<file path="src/rtl/lmcd_pkg.sv">
package lmcd_pkg;
  localparam int CMD_W = 7;
  localparam int ADDR_W = 7;
  localparam int FT_W = 4;

  localparam logic [6:0] CMD_ACT_POS    = 7'h00;
  localparam logic [6:0] CMD_FULL_STAT  = 7'h01;
  localparam logic [6:0] CMD_FUSE_RD    = 7'h02;
  localparam logic [6:0] CMD_SHORT_STAT = 7'h03;
  localparam logic [6:0] CMD_SAFE_POS   = 7'h04;
  localparam logic [6:0] CMD_HALT       = 7'h05;
  localparam logic [6:0] CMD_ZERO_POS   = 7'h06;
  localparam logic [6:0] CMD_RAM_DEF    = 7'h07;
  localparam logic [6:0] CMD_TWO_MOVE   = 7'h08;
  localparam logic [6:0] CMD_LOAD_PARAM = 7'h09;
  localparam logic [6:0] CMD_FUSE_PROG  = 7'h10;
  localparam logic [6:0] CMD_MOVE       = 7'h0b;
  localparam logic [6:0] CMD_SHORT_1M   = 7'h0c;
  localparam logic [6:0] CMD_SHORT_2M   = 7'h0d;
  localparam logic [6:0] CMD_SHORT_4M   = 7'h0e;
  localparam logic [6:0] CMD_DEC_HALT   = 7'h0f;

  localparam logic [3:0] FT_W1 = 4'h1;
  localparam logic [3:0] FT_W2 = 4'h2;
  localparam logic [3:0] FT_W3 = 4'h3;
  localparam logic [3:0] FT_W4 = 4'h4;
  localparam logic [3:0] FT_R5 = 4'h5;
  localparam logic [3:0] FT_R6 = 4'h6;
  localparam logic [3:0] FT_P7 = 4'h7;
  localparam logic [3:0] FT_P8 = 4'h8;

  localparam int NUM_ACT = 14;
  localparam int A_SAFE = 0;
  localparam int A_HALT = 1;
  localparam int A_ZERO = 2;
  localparam int A_DEF  = 3;
  localparam int A_TWO  = 4;
  localparam int A_LOAD = 5;
  localparam int A_FUSE = 6;
  localparam int A_MOVE = 7;
  localparam int A_S1   = 8;
  localparam int A_S2   = 9;
  localparam int A_S4   = 10;
  localparam int A_SLP  = 11;
  localparam int A_DEC  = 12;
  localparam int A_GP   = 13;

  typedef enum logic [2:0] {
    LMCD_RSP_NONE  = 3'b000,
    LMCD_RSP_POS   = 3'b001,
    LMCD_RSP_FULL  = 3'b010,
    LMCD_RSP_FUSE  = 3'b011,
    LMCD_RSP_SHORT = 3'b100
  } lmcd_rsp_t;

  typedef enum logic [1:0] {
    LMCD_IDLE = 2'b00,
    LMCD_PREP = 2'b01
  } lmcd_state_t;
endpackage

</file>
<file path="src/rtl/lmcd_dec_if.sv">
`timescale 1ns/1ns
`default_nettype none
interface lmcd_dec_if;
  logic [6:0] cmd;
  logic [3:0] ftype;
  logic       no_cmd;
  logic       valid;
  logic       known;
  logic [13:0] act;
  modport dec (input cmd, ftype, no_cmd, valid, output known, act);
  modport top (output cmd, ftype, no_cmd, valid, input known, act);
endinterface
`default_nettype wire

</file>
<file path="src/rtl/lmcd_cmd_table.sv">
`timescale 1ns/1ns
`default_nettype none
// combinational map of command code and frame type to a write action
module lmcd_cmd_table (
  lmcd_dec_if.dec d
);
  always_comb begin
    d.act = '0;
    d.known = 1'b0;
    if (d.valid) begin
      if (d.no_cmd) begin
        if (d.ftype == lmcd_pkg::FT_W1) begin
          d.act[lmcd_pkg::A_SLP] = 1'b1;
        end
      end else begin
        case (d.cmd)
          lmcd_pkg::CMD_SAFE_POS:
            d.act[lmcd_pkg::A_SAFE] = (d.ftype == lmcd_pkg::FT_W1);
          lmcd_pkg::CMD_HALT:
            d.act[lmcd_pkg::A_HALT] = (d.ftype == lmcd_pkg::FT_W1);
          lmcd_pkg::CMD_ZERO_POS:
            d.act[lmcd_pkg::A_ZERO] = (d.ftype == lmcd_pkg::FT_W1);
          lmcd_pkg::CMD_RAM_DEF:
            d.act[lmcd_pkg::A_DEF] = 1'b1;
          lmcd_pkg::CMD_TWO_MOVE:
            d.act[lmcd_pkg::A_TWO] = (d.ftype == lmcd_pkg::FT_W4);
          lmcd_pkg::CMD_LOAD_PARAM:
            d.act[lmcd_pkg::A_LOAD] = (d.ftype == lmcd_pkg::FT_W4);
          lmcd_pkg::CMD_FUSE_PROG:
            d.act[lmcd_pkg::A_FUSE] = 1'b1;
          lmcd_pkg::CMD_MOVE:
            d.act[lmcd_pkg::A_MOVE] = (d.ftype == lmcd_pkg::FT_W1) ||
                                      (d.ftype == lmcd_pkg::FT_W3) ||
                                      (d.ftype == lmcd_pkg::FT_W4);
          lmcd_pkg::CMD_SHORT_1M:
            d.act[lmcd_pkg::A_S1] = (d.ftype == lmcd_pkg::FT_W2);
          lmcd_pkg::CMD_SHORT_2M:
            d.act[lmcd_pkg::A_S2] = (d.ftype == lmcd_pkg::FT_W2);
          lmcd_pkg::CMD_SHORT_4M:
            d.act[lmcd_pkg::A_S4] = (d.ftype == lmcd_pkg::FT_W2);
          lmcd_pkg::CMD_DEC_HALT:
            d.act[lmcd_pkg::A_DEC] = (d.ftype == lmcd_pkg::FT_W1);
          default:
            d.act = '0;
        endcase
      end
      d.known = |d.act;
    end
  end
endmodule
`default_nettype wire

</file>
<file path="src/rtl/lmcd_decoder.sv">
// Operation
// - code 00 prep 7/8, read 5/6
// - code 01 prep 7/8, read 6
// - code 02 prep 7/8, read 6
// - code 03 read 5, no preparation
// - code 04 type 1: safe position
// - code 06 type 1: zero position
// - code 08 type 4: two-target move
// - code 09 type 4: load parameters
// - code 10: program one fuse byte
// - code 0B types 1,3,4: move
// - code 0C type 2: one motor, half-step
// - code 0D type 2: two motors, half-step
// - code 0E type 2: four motors, half-step
// - sleep: no code, type 1 frame
// - code 0F type 1: decelerating halt
// - broadcast bit low ignores address
// - general-purpose writes use dynamic identifiers
`timescale 1ns/1ns
`default_nettype none
module lmcd_decoder (
  input  wire logic       clk_sys,
  input  wire logic       rst,
  input  wire logic       frame_valid,
  input  wire logic [3:0] frame_type,
  input  wire logic       frame_no_cmd,
  input  wire logic       frame_dyn_id,
  input  wire logic       frame_has_bcast,
  input  wire logic       frame_bcast_n,
  input  wire logic [6:0] frame_cmd,
  input  wire logic [6:0] frame_addr,
  input  wire logic [6:0] node_addr,
  input  wire logic       half_step_mode,
  output logic            go_to_safe_position,
  output logic            immediate_halt,
  output logic            zero_actual_position,
  output logic            restore_ram_defaults,
  output logic            two_target_move,
  output logic            load_motion_parameters,
  output logic            program_fuse_byte,
  output logic            move_to_target,
  output logic            short_move_to_target,
  output logic [1:0]      short_motor_count,
  output logic            enter_sleep,
  output logic            decelerating_halt,
  output logic            general_write,
  output logic [2:0]      response_kind,
  output logic            response_valid,
  output logic            frame_ignored
);
  lmcd_dec_if dif ();

  lmcd_pkg::lmcd_state_t state_r, state_nxt;
  logic [2:0]  pend_r, pend_nxt;
  logic [13:0] act_r, act_nxt;
  logic [1:0]  cnt_r, cnt_nxt;
  logic [2:0]  rsp_r, rsp_nxt;
  logic        rspv_r, rspv_nxt;
  logic        ign_r, ign_nxt;
  logic        for_me;
  logic        is_prep, is_read, is_write;

  assign dif.cmd = frame_cmd;
  assign dif.ftype = frame_type;
  assign dif.no_cmd = frame_no_cmd;
  assign dif.valid = frame_valid && is_write && !frame_dyn_id;

  lmcd_cmd_table u_table (
    .d (dif)
  );

  // broadcast low: address not compared
  assign for_me = !frame_has_bcast || !frame_bcast_n || (frame_addr == node_addr);
  assign is_prep = (frame_type == lmcd_pkg::FT_P7) || (frame_type == lmcd_pkg::FT_P8);
  assign is_read = (frame_type == lmcd_pkg::FT_R5) || (frame_type == lmcd_pkg::FT_R6);
  assign is_write = (frame_type == lmcd_pkg::FT_W1) || (frame_type == lmcd_pkg::FT_W2) ||
                    (frame_type == lmcd_pkg::FT_W3) || (frame_type == lmcd_pkg::FT_W4);

  always_comb begin
    state_nxt = state_r;
    pend_nxt = pend_r;
    act_nxt = '0;
    cnt_nxt = cnt_r;
    rsp_nxt = rsp_r;
    rspv_nxt = 1'b0;
    ign_nxt = 1'b0;
    if (frame_valid) begin
      if (is_prep) begin
        if (!for_me) begin
          state_nxt = lmcd_pkg::LMCD_IDLE;
        end else begin
          case (frame_cmd)
            lmcd_pkg::CMD_ACT_POS: begin
              state_nxt = lmcd_pkg::LMCD_PREP;
              pend_nxt = lmcd_pkg::LMCD_RSP_POS;
            end
            lmcd_pkg::CMD_FULL_STAT: begin
              state_nxt = lmcd_pkg::LMCD_PREP;
              pend_nxt = lmcd_pkg::LMCD_RSP_FULL;
            end
            lmcd_pkg::CMD_FUSE_RD: begin
              state_nxt = lmcd_pkg::LMCD_PREP;
              pend_nxt = lmcd_pkg::LMCD_RSP_FUSE;
            end
            default: begin
              state_nxt = lmcd_pkg::LMCD_IDLE;
              ign_nxt = 1'b1;
            end
          endcase
        end
      end else if (is_read) begin
        state_nxt = lmcd_pkg::LMCD_IDLE;
        if (frame_type == lmcd_pkg::FT_R6 && state_r == lmcd_pkg::LMCD_PREP) begin
          rsp_nxt = pend_r;
          rspv_nxt = 1'b1;
        end else if (frame_type == lmcd_pkg::FT_R5 && !frame_dyn_id &&
                     state_r == lmcd_pkg::LMCD_PREP && pend_r == lmcd_pkg::LMCD_RSP_POS) begin
          rsp_nxt = lmcd_pkg::LMCD_RSP_POS;
          rspv_nxt = 1'b1;
        end else if (frame_type == lmcd_pkg::FT_R5 && frame_dyn_id) begin
          // direct identifier read: command carried by the identifier
          if (frame_cmd == lmcd_pkg::CMD_SHORT_STAT) begin
            rsp_nxt = lmcd_pkg::LMCD_RSP_SHORT;
            rspv_nxt = 1'b1;
          end else if (frame_cmd == lmcd_pkg::CMD_ACT_POS) begin
            rsp_nxt = lmcd_pkg::LMCD_RSP_POS;
            rspv_nxt = 1'b1;
          end else begin
            ign_nxt = 1'b1;
          end
        end else begin
          ign_nxt = 1'b1;
        end
      end else if (is_write) begin
        state_nxt = lmcd_pkg::LMCD_IDLE;
        if (frame_dyn_id && (frame_type == lmcd_pkg::FT_W2 ||
                             frame_type == lmcd_pkg::FT_W4)) begin
          act_nxt[lmcd_pkg::A_GP] = 1'b1;
        end else if (frame_dyn_id) begin
          ign_nxt = 1'b1;
        end else if (!for_me || !dif.known) begin
          ign_nxt = 1'b1;
        end else if ((dif.act[lmcd_pkg::A_S1] || dif.act[lmcd_pkg::A_S2] ||
                      dif.act[lmcd_pkg::A_S4]) && !half_step_mode) begin
          ign_nxt = 1'b1;
        end else begin
          act_nxt = dif.act;
          if (dif.act[lmcd_pkg::A_S1]) begin
            cnt_nxt = 2'h0;
          end else if (dif.act[lmcd_pkg::A_S2]) begin
            cnt_nxt = 2'h1;
          end else if (dif.act[lmcd_pkg::A_S4]) begin
            cnt_nxt = 2'h2;
          end
        end
      end else begin
        ign_nxt = 1'b1;
      end
    end
  end

  always_ff @(posedge clk_sys) begin
    if (rst) begin
      state_r <= lmcd_pkg::LMCD_IDLE;
      pend_r <= lmcd_pkg::LMCD_RSP_NONE;
      act_r <= '0;
      cnt_r <= 2'h0;
      rsp_r <= lmcd_pkg::LMCD_RSP_NONE;
      rspv_r <= 1'b0;
      ign_r <= 1'b0;
    end else begin
      state_r <= state_nxt;
      pend_r <= pend_nxt;
      act_r <= act_nxt;
      cnt_r <= cnt_nxt;
      rsp_r <= rsp_nxt;
      rspv_r <= rspv_nxt;
      ign_r <= ign_nxt;
    end
  end

  assign go_to_safe_position = act_r[lmcd_pkg::A_SAFE];
  assign immediate_halt = act_r[lmcd_pkg::A_HALT];
  assign zero_actual_position = act_r[lmcd_pkg::A_ZERO];
  assign restore_ram_defaults = act_r[lmcd_pkg::A_DEF];
  assign two_target_move = act_r[lmcd_pkg::A_TWO];
  assign load_motion_parameters = act_r[lmcd_pkg::A_LOAD];
  assign program_fuse_byte = act_r[lmcd_pkg::A_FUSE];
  assign move_to_target = act_r[lmcd_pkg::A_MOVE];
  assign short_move_to_target = act_r[lmcd_pkg::A_S1] | act_r[lmcd_pkg::A_S2] |
                                act_r[lmcd_pkg::A_S4];
  assign short_motor_count = cnt_r;
  assign enter_sleep = act_r[lmcd_pkg::A_SLP];
  assign decelerating_halt = act_r[lmcd_pkg::A_DEC];
  assign general_write = act_r[lmcd_pkg::A_GP];
  assign response_kind = rsp_r;
  assign response_valid = rspv_r;
  assign frame_ignored = ign_r;
endmodule
`default_nettype wire

</file>
<file path="config.mk">
export PLATFORM = sky130hd
export DESIGN_NAME = lmcd_decoder
export DESIGN_NICKNAME = d
export VERILOG_FILES = /design/src/rtl/lmcd_pkg.sv /design/src/rtl/lmcd_dec_if.sv /design/src/rtl/lmcd_cmd_table.sv /design/src/rtl/lmcd_decoder.sv
export SDC_FILE = /design/constraint.sdc
export NUM_CORES = 1
export LEC_CHECK = 0
export BUFFER_PORTS_ARGS = -buffer_cell sky130_fd_sc_hd__buf_2
export CAP_MARGIN = 15
export CORE_MARGIN = 2
export CORE_UTILIZATION = 55
export CTS_BUF_LIST = sky130_fd_sc_hd__clkbuf_4 sky130_fd_sc_hd__clkbuf_8
export DETAILED_ROUTE_END_ITERATION = 10
export PLACE_DENSITY = 0.87
export SYNTH_ARGS = -nofsm -noshare
export SYNTH_HDL_FRONTEND = slang
export SYNTH_HIERARCHICAL = 1
export SYNTH_SLANG_ARGS = --single-unit
</file>
<file path="constraint.sdc">
create_clock -name clk_sys -period 5.4 [get_ports clk_sys]
set_input_delay 1.08 -clock clk_sys [delete_from_list [all_inputs] [get_ports clk_sys]]
set_output_delay 1.08 -clock clk_sys [all_outputs]
set_load 0.01 [all_outputs]
</file>
# Yosys cells after proc, flatten, opt, wreduce, memory -nomap -nowiden
# Index checks and enable logic that the tools add are counted.
# totals
word_cells	149
in_bits	33
output_inout_bits	19
regBits	26
mem_bits_rw	0
mem_bits_ro	0
latch_bits	0
mem_count	0
# classes
n_div	0
mul	0
bitwise_logic	11
reduce_logical	45
addsub	0
mux	58
eq_ne	26
shifts	0
n_lt_le_gt_ge	0
# op_table
operator	n
14-bit 2-to-1 mux	4
7-bit by 4-bit == test with 1-bit output, second input constant	7
1-bit 2-to-1 mux	39
7-bit by 3-bit == test with 1-bit output, second input constant	4
11-bit 2-to-1 mux	2
4-bit by 3-bit == test with 1-bit output, second input constant	4
3-bit 2-to-1 mux	5
7-bit by 2-bit == test with 1-bit output, second input constant	2
2-bit 2-to-1 mux	7
14-bit OR reduction	1
1-bit logical OR	13
3-bit nonzero test	4
10-bit OR reduction	1
1-bit logical AND	9
1-bit NOT	9
3-bit one-hot mux with 3 select lines	1
9-bit AND reduction	1
9-bit OR reduction	1
4-bit by 2-bit == test with 1-bit output, second input constant	2
7-bit by 1-bit == test with 1-bit output, second input constant	1
7-bit by 5-bit == test with 1-bit output, second input constant	1
7-bit == test	1
7-bit logical NOT	1
1-bit logical NOT	6
other kinds (13)	14

# Longest topological paths before layout
# Gate-level depths: netlist of the first run.
# logic_depth
ltp_word	18
depth_mapped	10

# Cells and area by module
# Netlist of the first run, hierarchy kept.
# by_module_without_submodules
mod	cells_each	n_inst	area_per_inst_um2
lmcd_decoder	116	1	1117.3
lmcd_cmd_table	57	1	347.8

# Worst setup path after synthesis of the first run
# Ideal clock, no wire load.
# synth_timing
path_kind	input-to-reg
startpoint	input frame_type[1]
endpoint	register cnt_r[0], in the netlist short_motor_count[0]
arrival_ps	2996
path_stages	8
slack_ps	2288
t_required_ps	5284
cell_sequence	or4b_4 -> o41ai_2 -> o211a_1 -> o41a_1 -> o211ai_1 -> nor4b_1 -> nand2_1 -> a31o_2
# synth_via
elab_chain_cells	12
elab_cells_between_ends	53
# synth_rtl
element	line_no	rtl
start, declared	lmcd_decoder.sv:25	input wire logic [3:0] frame_type,
4-bit by 1-bit == test with 1-bit output / 4-bit by 2-bit == test with 1-bit output (equally long branches)	--	
1-bit logical OR	lmcd_cmd_table.sv:32	d.act[lmcd_pkg::A_MOVE] = (d.ftype == lmcd_pkg::FT_W1) ||
1-bit logical OR	lmcd_cmd_table.sv:33	(d.ftype == lmcd_pkg::FT_W3) ||
1-bit 2-to-1 mux	lmcd_cmd_table.sv:16	case (d.cmd)
11-bit 2-to-1 mux	lmcd_cmd_table.sv:11	if (d.no_cmd) begin
11-bit 2-to-1 mux	lmcd_cmd_table.sv:10	if (d.valid) begin
14-bit OR reduction	lmcd_cmd_table.sv:47	d.known = |d.act;
1-bit 2-to-1 mux *	lmcd_cmd_table.sv:10	
net dif.known	lmcd_dec_if.sv:8	logic known;
1-bit logical NOT *	lmcd_decoder.sv:141	end else if (!for_me || !dif.known) begin
1-bit logical OR *	lmcd_decoder.sv:141	
1-bit NOT (no line) *	--	
9-bit AND reduction (no line) *	--	
end signal, assigned	lmcd_decoder.sv:175	cnt_r <= cnt_nxt;
end, declared	lmcd_decoder.sv:56	logic [1:0] cnt_r, cnt_nxt;
# The timed path passes the listed nets; every way through them passes the cells marked *. The select of a mux whose other input is x is not followed.
# A chain may end at the register's enable or synchronous reset.

# Worst setup path after layout of the first run
# layout_timing
startpoint	input frame_type[0]
endpoint	register act_r[11]
# layout_via
elab_chain_cells	11
elab_cells_between_ends	47
# layout_rtl
element	line_no	rtl
4-bit by 1-bit == test with 1-bit output / 4-bit by 2-bit == test with 1-bit output (equally long branches)	lmcd_decoder.sv:76	assign is_write = (frame_type == lmcd_pkg::FT_W1) || (frame_type == lmcd_pkg::FT_W2) ||
1-bit logical OR (2 in series)	lmcd_decoder.sv:76	
1-bit logical OR *	lmcd_decoder.sv:77	(frame_type == lmcd_pkg::FT_W3) || (frame_type == lmcd_pkg::FT_W4);
1-bit logical AND * (2 in series)	lmcd_decoder.sv:66	assign dif.valid = frame_valid && is_write && !frame_dyn_id;
net dif.valid	lmcd_dec_if.sv:7	logic valid;
14-bit 2-to-1 mux *	lmcd_cmd_table.sv:10	
net dif.act[9]	lmcd_dec_if.sv:9	logic [13:0] act;
1-bit logical OR * (2 in series)	lmcd_decoder.sv:143	end else if ((dif.act[lmcd_pkg::A_S1] || dif.act[lmcd_pkg::A_S2] ||
1-bit logical AND *	lmcd_decoder.sv:144	dif.act[lmcd_pkg::A_S4]) && !half_step_mode) begin
10-bit OR reduction (no line) *	--	
end signal, assigned	lmcd_decoder.sv:174	act_r <= act_nxt;
end, declared	lmcd_decoder.sv:55	logic [13:0] act_r, act_nxt;
# Marked as above.

==> results of run 1 <==
[placed cells by master (no fill, tap or decap), drive strengths merged, types with 3 or more instances in the layout]
cell type  Yosys  final
buf            1     51
dfxtp         24     24
and2          13     13
nor2          13     13
nand2         12     12
nor3          11     11
xnor2          9      9
o211ai         8      8
nand3          7      7
and3           5      5
nor3b          5      5
nor2b          5      5
nand4b         5      5
inv            4      4
nor4           4      4
a21oi          4      4
or2            4      4
o41ai          4      4
nand4          3      3
clkbuf         4      3
[cells by family after synthesis]
kind of cell / Yosys count / synth area share
flops: 24 / 0.3279
xor+xnor: 10 / 0.05978
buf+inv: 10 / 0.02817
simple gates: 97 / 0.3971
compound gates: 31 / 0.1845
other cells: 1 / 0.002559
[stage by stage]
step	total power, mW	setup WS [ns]
4_1_cts	0.3623	1.836
6_report	0.3631	1.841
2_1_floorplan	0.2104	2.288
5_1_grt	0.3778	1.459
3_3_place_gp	0.2334	1.792
3_5_place_dp	0.2351	1.532
[registers in the layout, summed over array words and instances (netlist names)]
signal             cells
frame_ignored          1
state_r                1
short_motor_count      2
response_kind          3
pend_r                 2
response_valid         1
act_r                 14
[worst paths after layout]
| path | from | endpoint | slack [ns] | cells past startpoint |
|---|---|---|---|---|
| worst max register to register | state_r[0]$_SDFFE_PP0P_ | response_kind[2]$_SDFFE_PP0P_ | 3.65 | 5 |
| worst min register to register | pend_r[1]$_SDFFE_PP0P_ | pend_r[1]$_SDFFE_PP0P_ | 0.50 | 2 |
| worst min-delay path | pend_r[1]$_SDFFE_PP0P_ | pend_r[1]$_SDFFE_PP0P_ | 0.50 | 2 |
| worst max-delay path | frame_type[0] | act_r[11]$_SDFF_PP0_ | 1.84 | 10 |
[worst max-delay path, delay by kind of cell]
| kind | cells | cell delay (ns) |
|---|---|---|
| and+or+nand+nor | 8 | 2.40 |
| AOI/OAI and AO/OA | 1 | 0.17 |
| buffers and inverters | 1 | 0.16 |
[cell type report]
class / count / area [µm²] / share of cell area
Clock buffer: 3 / 22.52 / 0.01260
Clock inverter: 1 / 30.03 / 0.01680
Inverter: 5 / 18.77 / 0.01050
Multi-Input combinational cell: 139 / 943.4 / 0.5276
Sequential cell: 24 / 480.5 / 0.2687
Tap cell: 30 / 37.54 / 0.02099
Timing Repair Buffer: 51 / 255.2 / 0.1428
[synth_stat cells (2+ instances only)]
cell	count
sky130_fd_sc_hd__a31o_2	2
sky130_fd_sc_hd__inv_1	4
sky130_fd_sc_hd__o21ai_0	2
sky130_fd_sc_hd__nor3b_1	5
sky130_fd_sc_hd__o211ai_1	8
sky130_fd_sc_hd__xnor2_1	9
sky130_fd_sc_hd__dfxtp_1	24
sky130_fd_sc_hd__or4_4	2
sky130_fd_sc_hd__a21oi_1	4
sky130_fd_sc_hd__nor2_1	13
sky130_fd_sc_hd__o41ai_2	2
sky130_fd_sc_hd__o211a_1	2
sky130_fd_sc_hd__nor4b_1	2
sky130_fd_sc_hd__nand4b_1	5
sky130_fd_sc_hd__and3_1	5
sky130_fd_sc_hd__and2_1	13
sky130_fd_sc_hd__nand2_1	12
sky130_fd_sc_hd__nor3_1	10
sky130_fd_sc_hd__clkbuf_1	4
sky130_fd_sc_hd__nor4_1	4
sky130_fd_sc_hd__nor2b_1	5
sky130_fd_sc_hd__or2_2	2
sky130_fd_sc_hd__nand3_1	7
sky130_fd_sc_hd__o41ai_1	2
sky130_fd_sc_hd__nand4_1	3
[per-layer routing]
layer | up-vias | global-route usage | share of wire
met5 | - | 0 | 0
met4 | 0 | 0.08711 | 0.022
met3 | 8 | 0.04884 | 0.081
met2 | 98 | 0.4269 | 0.50
met1 | 704 | 0.2942 | 0.40
li1 | 744 | - | -
[power groups by stage]
stage          registers (mW)  clock network (mW)  logic (mW)
6_report                0.178               0.130      0.0546
5_1_grt                 0.178               0.139      0.0602
3_3_place_gp            0.182                   0      0.0514
4_1_cts                 0.178               0.130      0.0536
3_5_place_dp            0.182                   0      0.0530
2_1_floorplan           0.183                   0      0.0279
==> results.md, run 1 <==
- Cell chosen for the clock root: sky130_fd_sc_hd__clkbuf_4
- Final number of hold-violating endpoints: 0
- Relative contribution of combinational cells to total power: 0.150
- RSZ-0062 raised after global routing: false
- Post-detailed-placement cell area: 1735 µm²
- Final setup vio count: 0
- Port-buffer cells: 51
- Buffer count from post-CTS setup fixing: 0
- Dominant cell type by area after synthesis: sky130_fd_sc_hd__dfxtp_1
- Final weighted congestion in routability-driven placement: 0.8959
- Sequential fraction of design power: 0.491
- Crit. End Element: flip-flop
- CTS max path bufs: 2
- Maximum clock skew at final layout: 0.01032 ns
- Mean instance size in the synthesized netlist: 8.469 µm²
- Post-Place Cells: 249
- Count of mapped cells out of synthesis: 173
- Number of distinct library cells after synthesis: 47
- Routed vias: 1554
- Number of synthesized flops with an enable pin: 0
- Die area: 3093 µm²
- Source-to-sink clock delay at the later pin of the worst-skew pair: 0.32 ns
- Result of the run: complete, no violations
- Final routed DRC violation total: 0
- Top cells by area in the synthesized netlist: sky130_fd_sc_hd__dfxtp_1 33%, sky130_fd_sc_hd__and2_1 5.6%, sky130_fd_sc_hd__xnor2_1 5.4%, sky130_fd_sc_hd__o211ai_1 4.1%, sky130_fd_sc_hd__nor3_1 3.4%
- Final wirelength: 3648 µm
- Post-route ant nets: 0
- Resized cells post-CTS: 0
- Number of antenna violations at the first check in global routing: 0
- Pwr dens: 203.1 nW/µm²
- Ratio of cells with drive above 1 in the final layout: 0.3049
- Maximum frequency from static timing analysis: 0.2810 GHz
- Most common flop cell mapped by yosys: sky130_fd_sc_hd__dfxtp_1
- Startpoint kind of the worst setup timing path: input pin
- Number of buffers created by CTS: 3
- Ordered cell list for the critical path: buf_2 -> nor3_1 -> nor3_1 -> and3_1 -> nand2_1 -> nor2_1 -> nor3_1 -> o211ai_1 -> nor3b_1 -> and2_1
- Hold Slack: 0.5011 ns
- Largest stage delay, worst path: 0.84 ns
- Final non-filler cell total: 253
- First-pass GRT wire length: 6189 µm
- Synth Net Count: 206
- Critical Path Most Common Cell: sky130_fd_sc_hd__nor3_1
- Static Leak: 0.7395 nW
- Worst-case headroom to the max-slew limit: 0.3280
- Clk network pwr share: 0.359
- Final critical-path share of the clock period: 0.6590
- Count of filler cells inserted in the layout: 197
- Shortest clock period the worst path allows after layout: 3.559 ns
- Yosys warning count: 6
- Area share of the largest cell type after synthesis: 0.3279
- Tightest Hold Check Type: reg2reg
- Max capacitance violation total: 0
- Inserted Diodes: 0
- Net Sw Power: 87.25 µW
- Peak supply drop: 0.0002088 V
- Via density per instance: 6.142
- Async S/R FF share, synth: 0
- Worst-path fanout max: 14
- Area of the core: 2500 µm²
- Arr. time, crit path: 3.82 ns
- CTS Sinks: 24
- Cts-stage hold buffer count: 0
- Via count of the first global-routing pass: 1428
- Fin area: 1788 µm²
- Required arrival time at the worst endpoint: 5.66 ns
- HPWL after detailed placement: 2752 µm
- CTS tree: built
- Overall Global Routing Usage: 0.2438
- Worst-path cell with the longest stage delay: sky130_fd_sc_hd__nor3b_1
- Switching share of power: 0.2403
- Netlist area before placement: 1465 µm²
- Sequential area share after synthesis: 0.3279
- Iteration-0 DRC count of the detailed router: 66
- H-tree depth: 1
- IO Pins: 52
- Internal power: 275.8 µW
- FP Rows: 18
- Die Y: 55.62 µm
- First drt pass iteration count: 4
- Pin count of the biggest net entering global routing: 15
- Max-slew violation count: 0
- Post-route setup TNS: 0 ns
- Reg clk slew, reported paths: 0.14 ns
- Drt wl/cell: 14.42 µm
- Seq cells post-synth: 24
- Type of the worst setup path: in2reg
- Final-stage net count: 257
- Starting utilization of the core area: 0.5861
- Die Width: 55.62 µm
- Overflow left after global routing: 0
- Synthesis-to-layout area growth: 22.03%
- Utilization after layout: 0.7152
- Pin slew with the least headroom to its limit: 1.006 ns
(Power assumes the default switching activity.)
==> inputs of run 2 (changes only) <==
--- a/config.mk
+++ b/config.mk
@@ -5,13 +5,14 @@
 export SDC_FILE = /design/constraint.sdc
 export NUM_CORES = 1
 export LEC_CHECK = 0
+export ABC_AREA = 1
 export BUFFER_PORTS_ARGS = -buffer_cell sky130_fd_sc_hd__buf_2
 export CAP_MARGIN = 15
 export CORE_MARGIN = 2
-export CORE_UTILIZATION = 55
+export CORE_UTILIZATION = 53
 export CTS_BUF_LIST = sky130_fd_sc_hd__clkbuf_4 sky130_fd_sc_hd__clkbuf_8
 export DETAILED_ROUTE_END_ITERATION = 10
-export PLACE_DENSITY = 0.87
+export PLACE_DENSITY = 0.82
 export SYNTH_ARGS = -nofsm -noshare
 export SYNTH_HDL_FRONTEND = slang
 export SYNTH_HIERARCHICAL = 1
==> constraint.sdc (replaced) <==
create_clock -name clk_sys -period 3.6 [get_ports clk_sys]
set_input_delay 0.72 -clock clk_sys [delete_from_list [all_inputs] [get_ports clk_sys]]
set_output_delay 0.72 -clock clk_sys [all_outputs]
set_load 0.01 [all_outputs]
==> run 2 against run 1 <==
Setup slack lost 0.83 ns; global-route usage is 4.0 points lower; sequential power up 49%; wire length down 9.9%; cell count up 49%; non-clock buffer count unchanged; critical path type unchanged; largest cell class unchanged; highest routed layer unchanged.
==> results.md, run 2 <==
- Net Sw Power: 119.2 µW
- Startpoint kind of the worst setup timing path: input pin
- Static Leak: 1.017 nW
- Source-to-sink clock delay at the later pin of the worst-skew pair: 0.30 ns
- Yosys warning count: 6
- Peak supply drop: 0.00009928 V
- Dominant cell type by area after synthesis: sky130_fd_sc_hd__dfxtp_1
- Area of the core: 3028 µm²
- Leading cell types by count after synthesis: 72 x sky130_fd_sc_hd__nand2_1, 54 x sky130_fd_sc_hd__inv_1, 45 x sky130_fd_sc_hd__nor2_1
- Number of distinct library cells after synthesis: 31
- Max capacitance violation total: 0
- Overflow left after global routing: 0
- Port-buffer cells: 51
- Number of synthesized flops with an enable pin: 0
- Capture instance of the worst register-to-register path: response_kind[2]$_SDFFE_PP0P_
- Final wirelength: 3288 µm
- Iteration-0 DRC count of the detailed router: 66
- IO Pins: 52
- Most common cell after layout, fill and taps aside: sky130_fd_sc_hd__nand2_1
- Number of cells on the worst hold path: 2
- Inserted Diodes: 0
- Overall Global Routing Usage: 0.2040
- PnR Total Power: 455.1 µW
- Final setup vio count: 0
- Worst-path fanout max: 14
- Reg2reg start: pend_r[0]$_SDFFE_PP0P_
- Crit. End Element: flip-flop
- Number of antenna violations at the first check in global routing: 0
- FP Rows: 20
- First-pass GRT wire length: 5733 µm
- Cts-stage hold buffer count: 0
- Relative contribution of combinational cells to total power: 0.178
- Most common flop cell mapped by yosys: sky130_fd_sc_hd__dfxtp_1
- Final number of hold-violating endpoints: 0
- Cells on worst reg2reg path: 7
- Final critical-path share of the clock period: 0.7185
- Busiest grt layer: met2
- Count of filler cells inserted in the layout: 309
- Result of the run: complete, no violations
- Most used cells in the layout excluding fill and tap cells: 72 x sky130_fd_sc_hd__nand2_1, 54 x sky130_fd_sc_hd__inv_1, 51 x sky130_fd_sc_hd__buf_2, 45 x sky130_fd_sc_hd__nor2_1, 24 x sky130_fd_sc_hd__dfxtp_1
- Flip-flop and latch area: 480.5 µm²
- Cell chosen for the clock root: sky130_fd_sc_hd__clkbuf_4
- Die area: 3599 µm²
- Async S/R FF share, synth: 0
- Synth Net Count: 315
- Max-slew violation count: 0
- Via count of the first global-routing pass: 1520
- Synthesis-to-layout area growth: 18.67%
- Starting utilization of the core area: 0.5488
- RSZ-0062 raised after global routing: false
- Count of mapped cells out of synthesis: 282
- Maximum clock skew at final layout: 0.0008697 ns
- CTS max path bufs: 2
- Sequential area share after synthesis: 0.2892
- Type of the worst setup path: in2reg
- Internal power: 335.8 µW
- Die Y: 59.99 µm
- Clk network pwr share: 0.237
- Shortest clock period the worst path allows after layout: 2.587 ns
- CTS Sinks: 24
- Switching share of power: 0.2620
- Buffer count from post-CTS setup fixing: 0
- Seq cells post-synth: 24
- Post-route setup TNS: 0 ns
- Pin count of the biggest net entering global routing: 15
- Hold endpoint: short_motor_count[0]$_SDFFE_PP0P_
- Register bank with the most flops: act_r
- Resized cells post-CTS: 0
- Top cells by area in the synthesized netlist: sky130_fd_sc_hd__dfxtp_1 29%, sky130_fd_sc_hd__nand2_1 16%, sky130_fd_sc_hd__inv_1 12%, sky130_fd_sc_hd__nor2_1 10%, sky130_fd_sc_hd__nor2_2 7.2%
- Required arrival time at the worst endpoint: 3.83 ns
- CTS tree: built
- Hold_sp: short_motor_count[0]$_SDFFE_PP0P_
- Final weighted congestion in routability-driven placement: 0.9168
- Setup slack of the worst register-to-register path: 2.39 ns
- Tightest Hold Check Type: reg2reg
- HPWL after detailed placement: 2813 µm
- Routed vias: 1731
- Die Width: 59.99 µm
- Ratio of cells with drive above 1 in the final layout: 0.2643
- Area share of the largest cell type after synthesis: 0.2892
- Met1 Usage GRT: 0.2615
- Sequential fraction of design power: 0.585
- Pwr dens: 230.8 nW/µm²
- Netlist area before placement: 1662 µm²
- H-tree depth: 1
- GRT met3 Usage: 0.02814
- Mean instance size in the synthesized netlist: 5.892 µm²
- Final routed DRC violation total: 0
- Fraction of met2 tracks used by global routing: 0.3525
- Final-stage net count: 368
- Via density per instance: 4.592
- Post-route ant nets: 0
- Multi-input logic area: 944.7 µm²
- Maximum frequency from static timing analysis: 0.3866 GHz
- Arr. time, crit path: 2.82 ns
- Number of flip-flops under the largest register name: 14
- Count leader, synth: sky130_fd_sc_hd__nand2_1
- Drt wl/cell: 8.721 µm
- Reg clk slew, reported paths: 0.12 ns
- First drt pass iteration count: 4
- Number of buffers created by CTS: 3
==> run 2: layout make-up <==
cell class | instances | share of cell area
sequential | 24 | 0.2437
timing repair buffer | 51 | 0.1294
clock buffer | 3 | 0.01142
multi-input combinational | 198 | 0.4791
inverter | 57 | 0.1085
tap | 44 | 0.02792
==> run 2: metal layers <==
| metal | vias up | wire length (µm) |
|---|---|---|
| li1 | 951 | - |
| met1 | 724 | 1543 |
| met2 | 54 | 1558 |
| met3 | 2 | 173 |
| met4 | 0 | 12 |
| met5 | - | 0 |
==> run 2: power groups by stage <==
| stage | Clock, mW | Sequential, mW | Combinational, mW |
|---|---|---|---|
| after floorplan | 0 | 0.273 | 0.0449 |
| after detailed placement | 0 | 0.272 | 0.0804 |
| final | 0.108 | 0.266 | 0.0809 |
| after CTS | 0.113 | 0.266 | 0.0806 |
| after global routing | 0.127 | 0.267 | 0.0930 |
| after global placement | 0 | 0.272 | 0.0792 |
==> run 2: how the worst max path moves through the flow <==
stage                              from                                end  slack (ns)
final                     frame_type[3]                act_r[3]$_SDFF_PP0_        1.01
after global routing      frame_type[3]                act_r[4]$_SDFF_PP0_        0.69
after detailed placement  frame_type[3]                act_r[3]$_SDFF_PP0_        0.72
after global placement    frame_type[3]                act_r[3]$_SDFF_PP0_        0.83
after CTS                 frame_type[3]                act_r[3]$_SDFF_PP0_        1.03
after floorplan           frame_type[3]  short_motor_count[1]$_SDFFE_PP0P_        1.01
==> run 2: cell families (layout without fill, tap and decap cells) <==
family	Yosys count	in the layout	share of synthesized area
compound gates	19	19	0.06175
buf+inv	60	111	0.1423
xor+xnor	2	2	0.01054
other cells	1	1	0.002257
flops	24	24	0.2892
simple gates	176	176	0.4940
==> run 2: metrics by stage <==
step	std cells	setup WS [ns]	instance area [µm²]	util	hold slack [ns]
2_1_floorplan	282	1.012	1662	-	0.4393
3_3_place_gp	374	0.8349	1949	0.6438	0.4379
3_5_place_dp	374	0.7224	1949	0.6438	0.4377
4_1_cts	377	1.028	1972	0.6512	0.4563
5_1_grt	377	0.6884	1972	0.6512	0.4899
6_report	377	1.013	1972	0.6512	0.4510
==> run 2: worst max-delay path: stages <==
cell and delay [ns]:
sky130_fd_sc_hd__buf_2 0.12, sky130_fd_sc_hd__inv_1 0.06, sky130_fd_sc_hd__nand2_1 0.11, sky130_fd_sc_hd__inv_1 0.08
sky130_fd_sc_hd__nand2_1 0.08, sky130_fd_sc_hd__o21ai_2 0.07, sky130_fd_sc_hd__nand2_2 0.09, sky130_fd_sc_hd__nor2_1 0.05
sky130_fd_sc_hd__inv_1 0.27, sky130_fd_sc_hd__nor3_1 0.12, sky130_fd_sc_hd__inv_2 0.09, sky130_fd_sc_hd__nand2_1 0.06
sky130_fd_sc_hd__nor2_1 0.15, sky130_fd_sc_hd__nor2_1 0.07, sky130_fd_sc_hd__nor2_2 0.15, sky130_fd_sc_hd__nand3_2 0.32
sky130_fd_sc_hd__nor2_1 0.19
==> inputs of run 3 (changes only) <==
==> constraint.sdc (replaced) <==
create_clock -name clk_sys -period 2.5 [get_ports clk_sys]
set_input_delay 0.5 -clock clk_sys [delete_from_list [all_inputs] [get_ports clk_sys]]
set_output_delay 0.5 -clock clk_sys [all_outputs]
set_load 0.01 [all_outputs]
==> run 3 against run 2 <==
Worst hold slack got worse by 0.015 ns; setup slack got worse by 0.65 ns; clock-buffer cell count increased by 1; highest routed layer unchanged; clock power increased by 80%; largest power group unchanged; largest cell class unchanged.
==> results.md, run 3 (synthesis gave the netlist of run 2 again) <==
- Routed vias: 1711
- Via density per instance: 4.515
- Final critical-path share of the clock period: 0.8539
- Crit. End Element: flip-flop
- RSZ-0062 raised after global routing: false
- Final worst setup slack: 0.3654 ns
- Overall Global Routing Usage: 0.2064
- Met1 Usage GRT: 0.2569
- Cells on worst reg2reg path: 7
- Number of flip-flops under the largest register name: 14
- Inserted Diodes: 0
- Die Y: 59.99 µm
- Capture instance of the worst register-to-register path: response_kind[2]$_SDFFE_PP0P_
- Arr. time, crit path: 2.33 ns
- First element of the critical path: frame_type[3]
- Maximum frequency from static timing analysis: 0.4685 GHz
- Final setup vio count: 0
- Result of the run: complete, no violations
- Resized cells post-CTS: 0
- Type of the worst setup path: in2reg
- Setup slack of the worst register-to-register path: 1.30 ns
- Pwr dens: 348.2 nW/µm²
- Synthesis-to-layout area growth: 19.95%
- Multi-input logic area: 944.7 µm²
- Post-route ant nets: 0
- Port-buffer cells: 51
- Starting utilization of the core area: 0.5488
- Final number of hold-violating endpoints: 0
- Number of buffers created by CTS: 3
- Cts-stage hold buffer count: 0
- FP Rows: 20
- Final-stage net count: 369
- Reg2reg start: pend_r[0]$_SDFFE_PP0P_
- Final routed DRC violation total: 0
- Flip-flop and latch area: 480.5 µm²
- Fraction of met2 tracks used by global routing: 0.3618
- Area of the core: 3028 µm²
- Cell chosen for the clock root: sky130_fd_sc_hd__clkbuf_4
- Final wirelength: 3203 µm
- Reg clk slew, reported paths: 0.12 ns
- Startpoint kind of the worst setup timing path: input pin
- H-tree depth: 1
- Buffer count from post-CTS setup fixing: 0
- Static Leak: 1.028 nW
- CTS tree: built
- Required arrival time at the worst endpoint: 2.70 ns
- Shortest clock period the worst path allows after layout: 2.135 ns
- Drt wl/cell: 8.451 µm
- Worst-path fanout max: 13
- HPWL after detailed placement: 2751 µm
- Source-to-sink clock delay at the later pin of the worst-skew pair: 0.31 ns
- Number of antenna violations at the first check in global routing: 0
- Final weighted congestion in routability-driven placement: 0.8871
- Via count of the first global-routing pass: 1532
- Iteration-0 DRC count of the detailed router: 63
- Most used cells in the layout excluding fill and tap cells: 72 x sky130_fd_sc_hd__nand2_1, 54 x sky130_fd_sc_hd__inv_1, 51 x sky130_fd_sc_hd__buf_2, 45 x sky130_fd_sc_hd__nor2_1, 24 x sky130_fd_sc_hd__dfxtp_1
- IO Pins: 52
- CTS max path bufs: 2
- Tightest Hold Check Type: in2reg
- PnR Total Power: 694.1 µW
- First drt pass iteration count: 4
- Hold Slack: 0.4362 ns
- Post-route setup TNS: 0 ns
- Ratio of cells with drive above 1 in the final layout: 0.2687
- Count of filler cells inserted in the layout: 289
- Setup WS pre-CTS: 0.05532 ns
- Overflow left after global routing: 0
- Register bank with the most flops: act_r
- Critical Path End: act_r[3]$_SDFF_PP0_
- Max capacitance violation total: 0
- First-pass GRT wire length: 5823 µm
- GRT met3 Usage: 0.03247
- Most common cell after layout, fill and taps aside: sky130_fd_sc_hd__nand2_1
- Die Width: 59.99 µm
- CTS Sinks: 24
- Busiest grt layer: met2
- Max-slew violation count: 0
- Die area: 3599 µm²
- Maximum clock skew at final layout: 0.001346 ns
- Peak supply drop: 0.0001537 V
- Pin count of the biggest net entering global routing: 14
==> run 3: cell types whose count changed in the layout (fill, tap and decap cells not counted) <==
cell                       previous run  this run
sky130_fd_sc_hd__buf_4                0         1
sky130_fd_sc_hd__clkbuf_8             0         1
==> run 3: worst min-delay path by stage <==
stage                                                 start                           endpoint  slack [ns]  cells after the start
after floorplan                      pend_r[0]$_SDFFE_PP0P_             pend_r[0]$_SDFFE_PP0P_        0.44                      2
after global placement    short_motor_count[0]$_SDFFE_PP0P_  short_motor_count[0]$_SDFFE_PP0P_        0.43                      2
after detailed placement  short_motor_count[0]$_SDFFE_PP0P_  short_motor_count[0]$_SDFFE_PP0P_        0.44                      2
after CTS                                               rst      response_kind[2]$_SDFFE_PP0P_        0.43                      2
after global routing                            frame_valid           frame_ignored$_SDFF_PP0_        0.43                      3
final                                                   rst      response_kind[2]$_SDFFE_PP0P_        0.44                      2
==> run 3: routing by layer <==
| layer | part of all wire | routed length (µm) |
|---|---|---|
| met1 | 0.47 | 1513 |
| met2 | 0.47 | 1495 |
| met3 | 0.046 | 147 |
| met4 | 0.014 | 46 |
| met5 | 0 | 0 |
==> run 3: where the power goes <==
part	total, mW	internal [mW]	switching [mW]
logic	0.117	0.0447	0.0720
clock network	0.194	0.0890	0.105
registers	0.384	0.383	0.000258
total	0.694	0.517	0.177
==> run 3: cell type report <==
| class | instances | share of cell area |
|---|---|---|
| inverters | 57 | 0.1073 |
| multi-input cells | 198 | 0.4739 |
| repair buffers | 52 | 0.1318 |
| well taps | 44 | 0.02762 |
| flip-flops and latches | 24 | 0.2411 |
| clock buffers | 4 | 0.01820 |
==> run 3: worst max-delay path: stages <==
cell,delay (ns)
sky130_fd_sc_hd__buf_2,0.12
sky130_fd_sc_hd__inv_1,0.06
sky130_fd_sc_hd__nand2_1,0.09
sky130_fd_sc_hd__inv_1,0.10
sky130_fd_sc_hd__nand2_1,0.08
sky130_fd_sc_hd__o21ai_2,0.09
sky130_fd_sc_hd__nand2_2,0.09
sky130_fd_sc_hd__nor2_1,0.09
sky130_fd_sc_hd__inv_1,0.09
sky130_fd_sc_hd__nor3_1,0.25
sky130_fd_sc_hd__inv_2,0.08
sky130_fd_sc_hd__nand2_1,0.08
sky130_fd_sc_hd__nor2_1,0.06
sky130_fd_sc_hd__nor2_1,0.12
sky130_fd_sc_hd__nor2_2,0.07
sky130_fd_sc_hd__nand3_2,0.27
sky130_fd_sc_hd__nor2_1,0.08
==> run 3: per-stage QoR <==
stage          area, µm²  cells    util
5_1_grt             1993    379  0.6583
4_1_cts             1993    379  0.6583
6_report            1993    379  0.6583
2_1_floorplan       1662    282       -
3_3_place_gp        1957    375  0.6463
3_5_place_dp        1957    375  0.6463
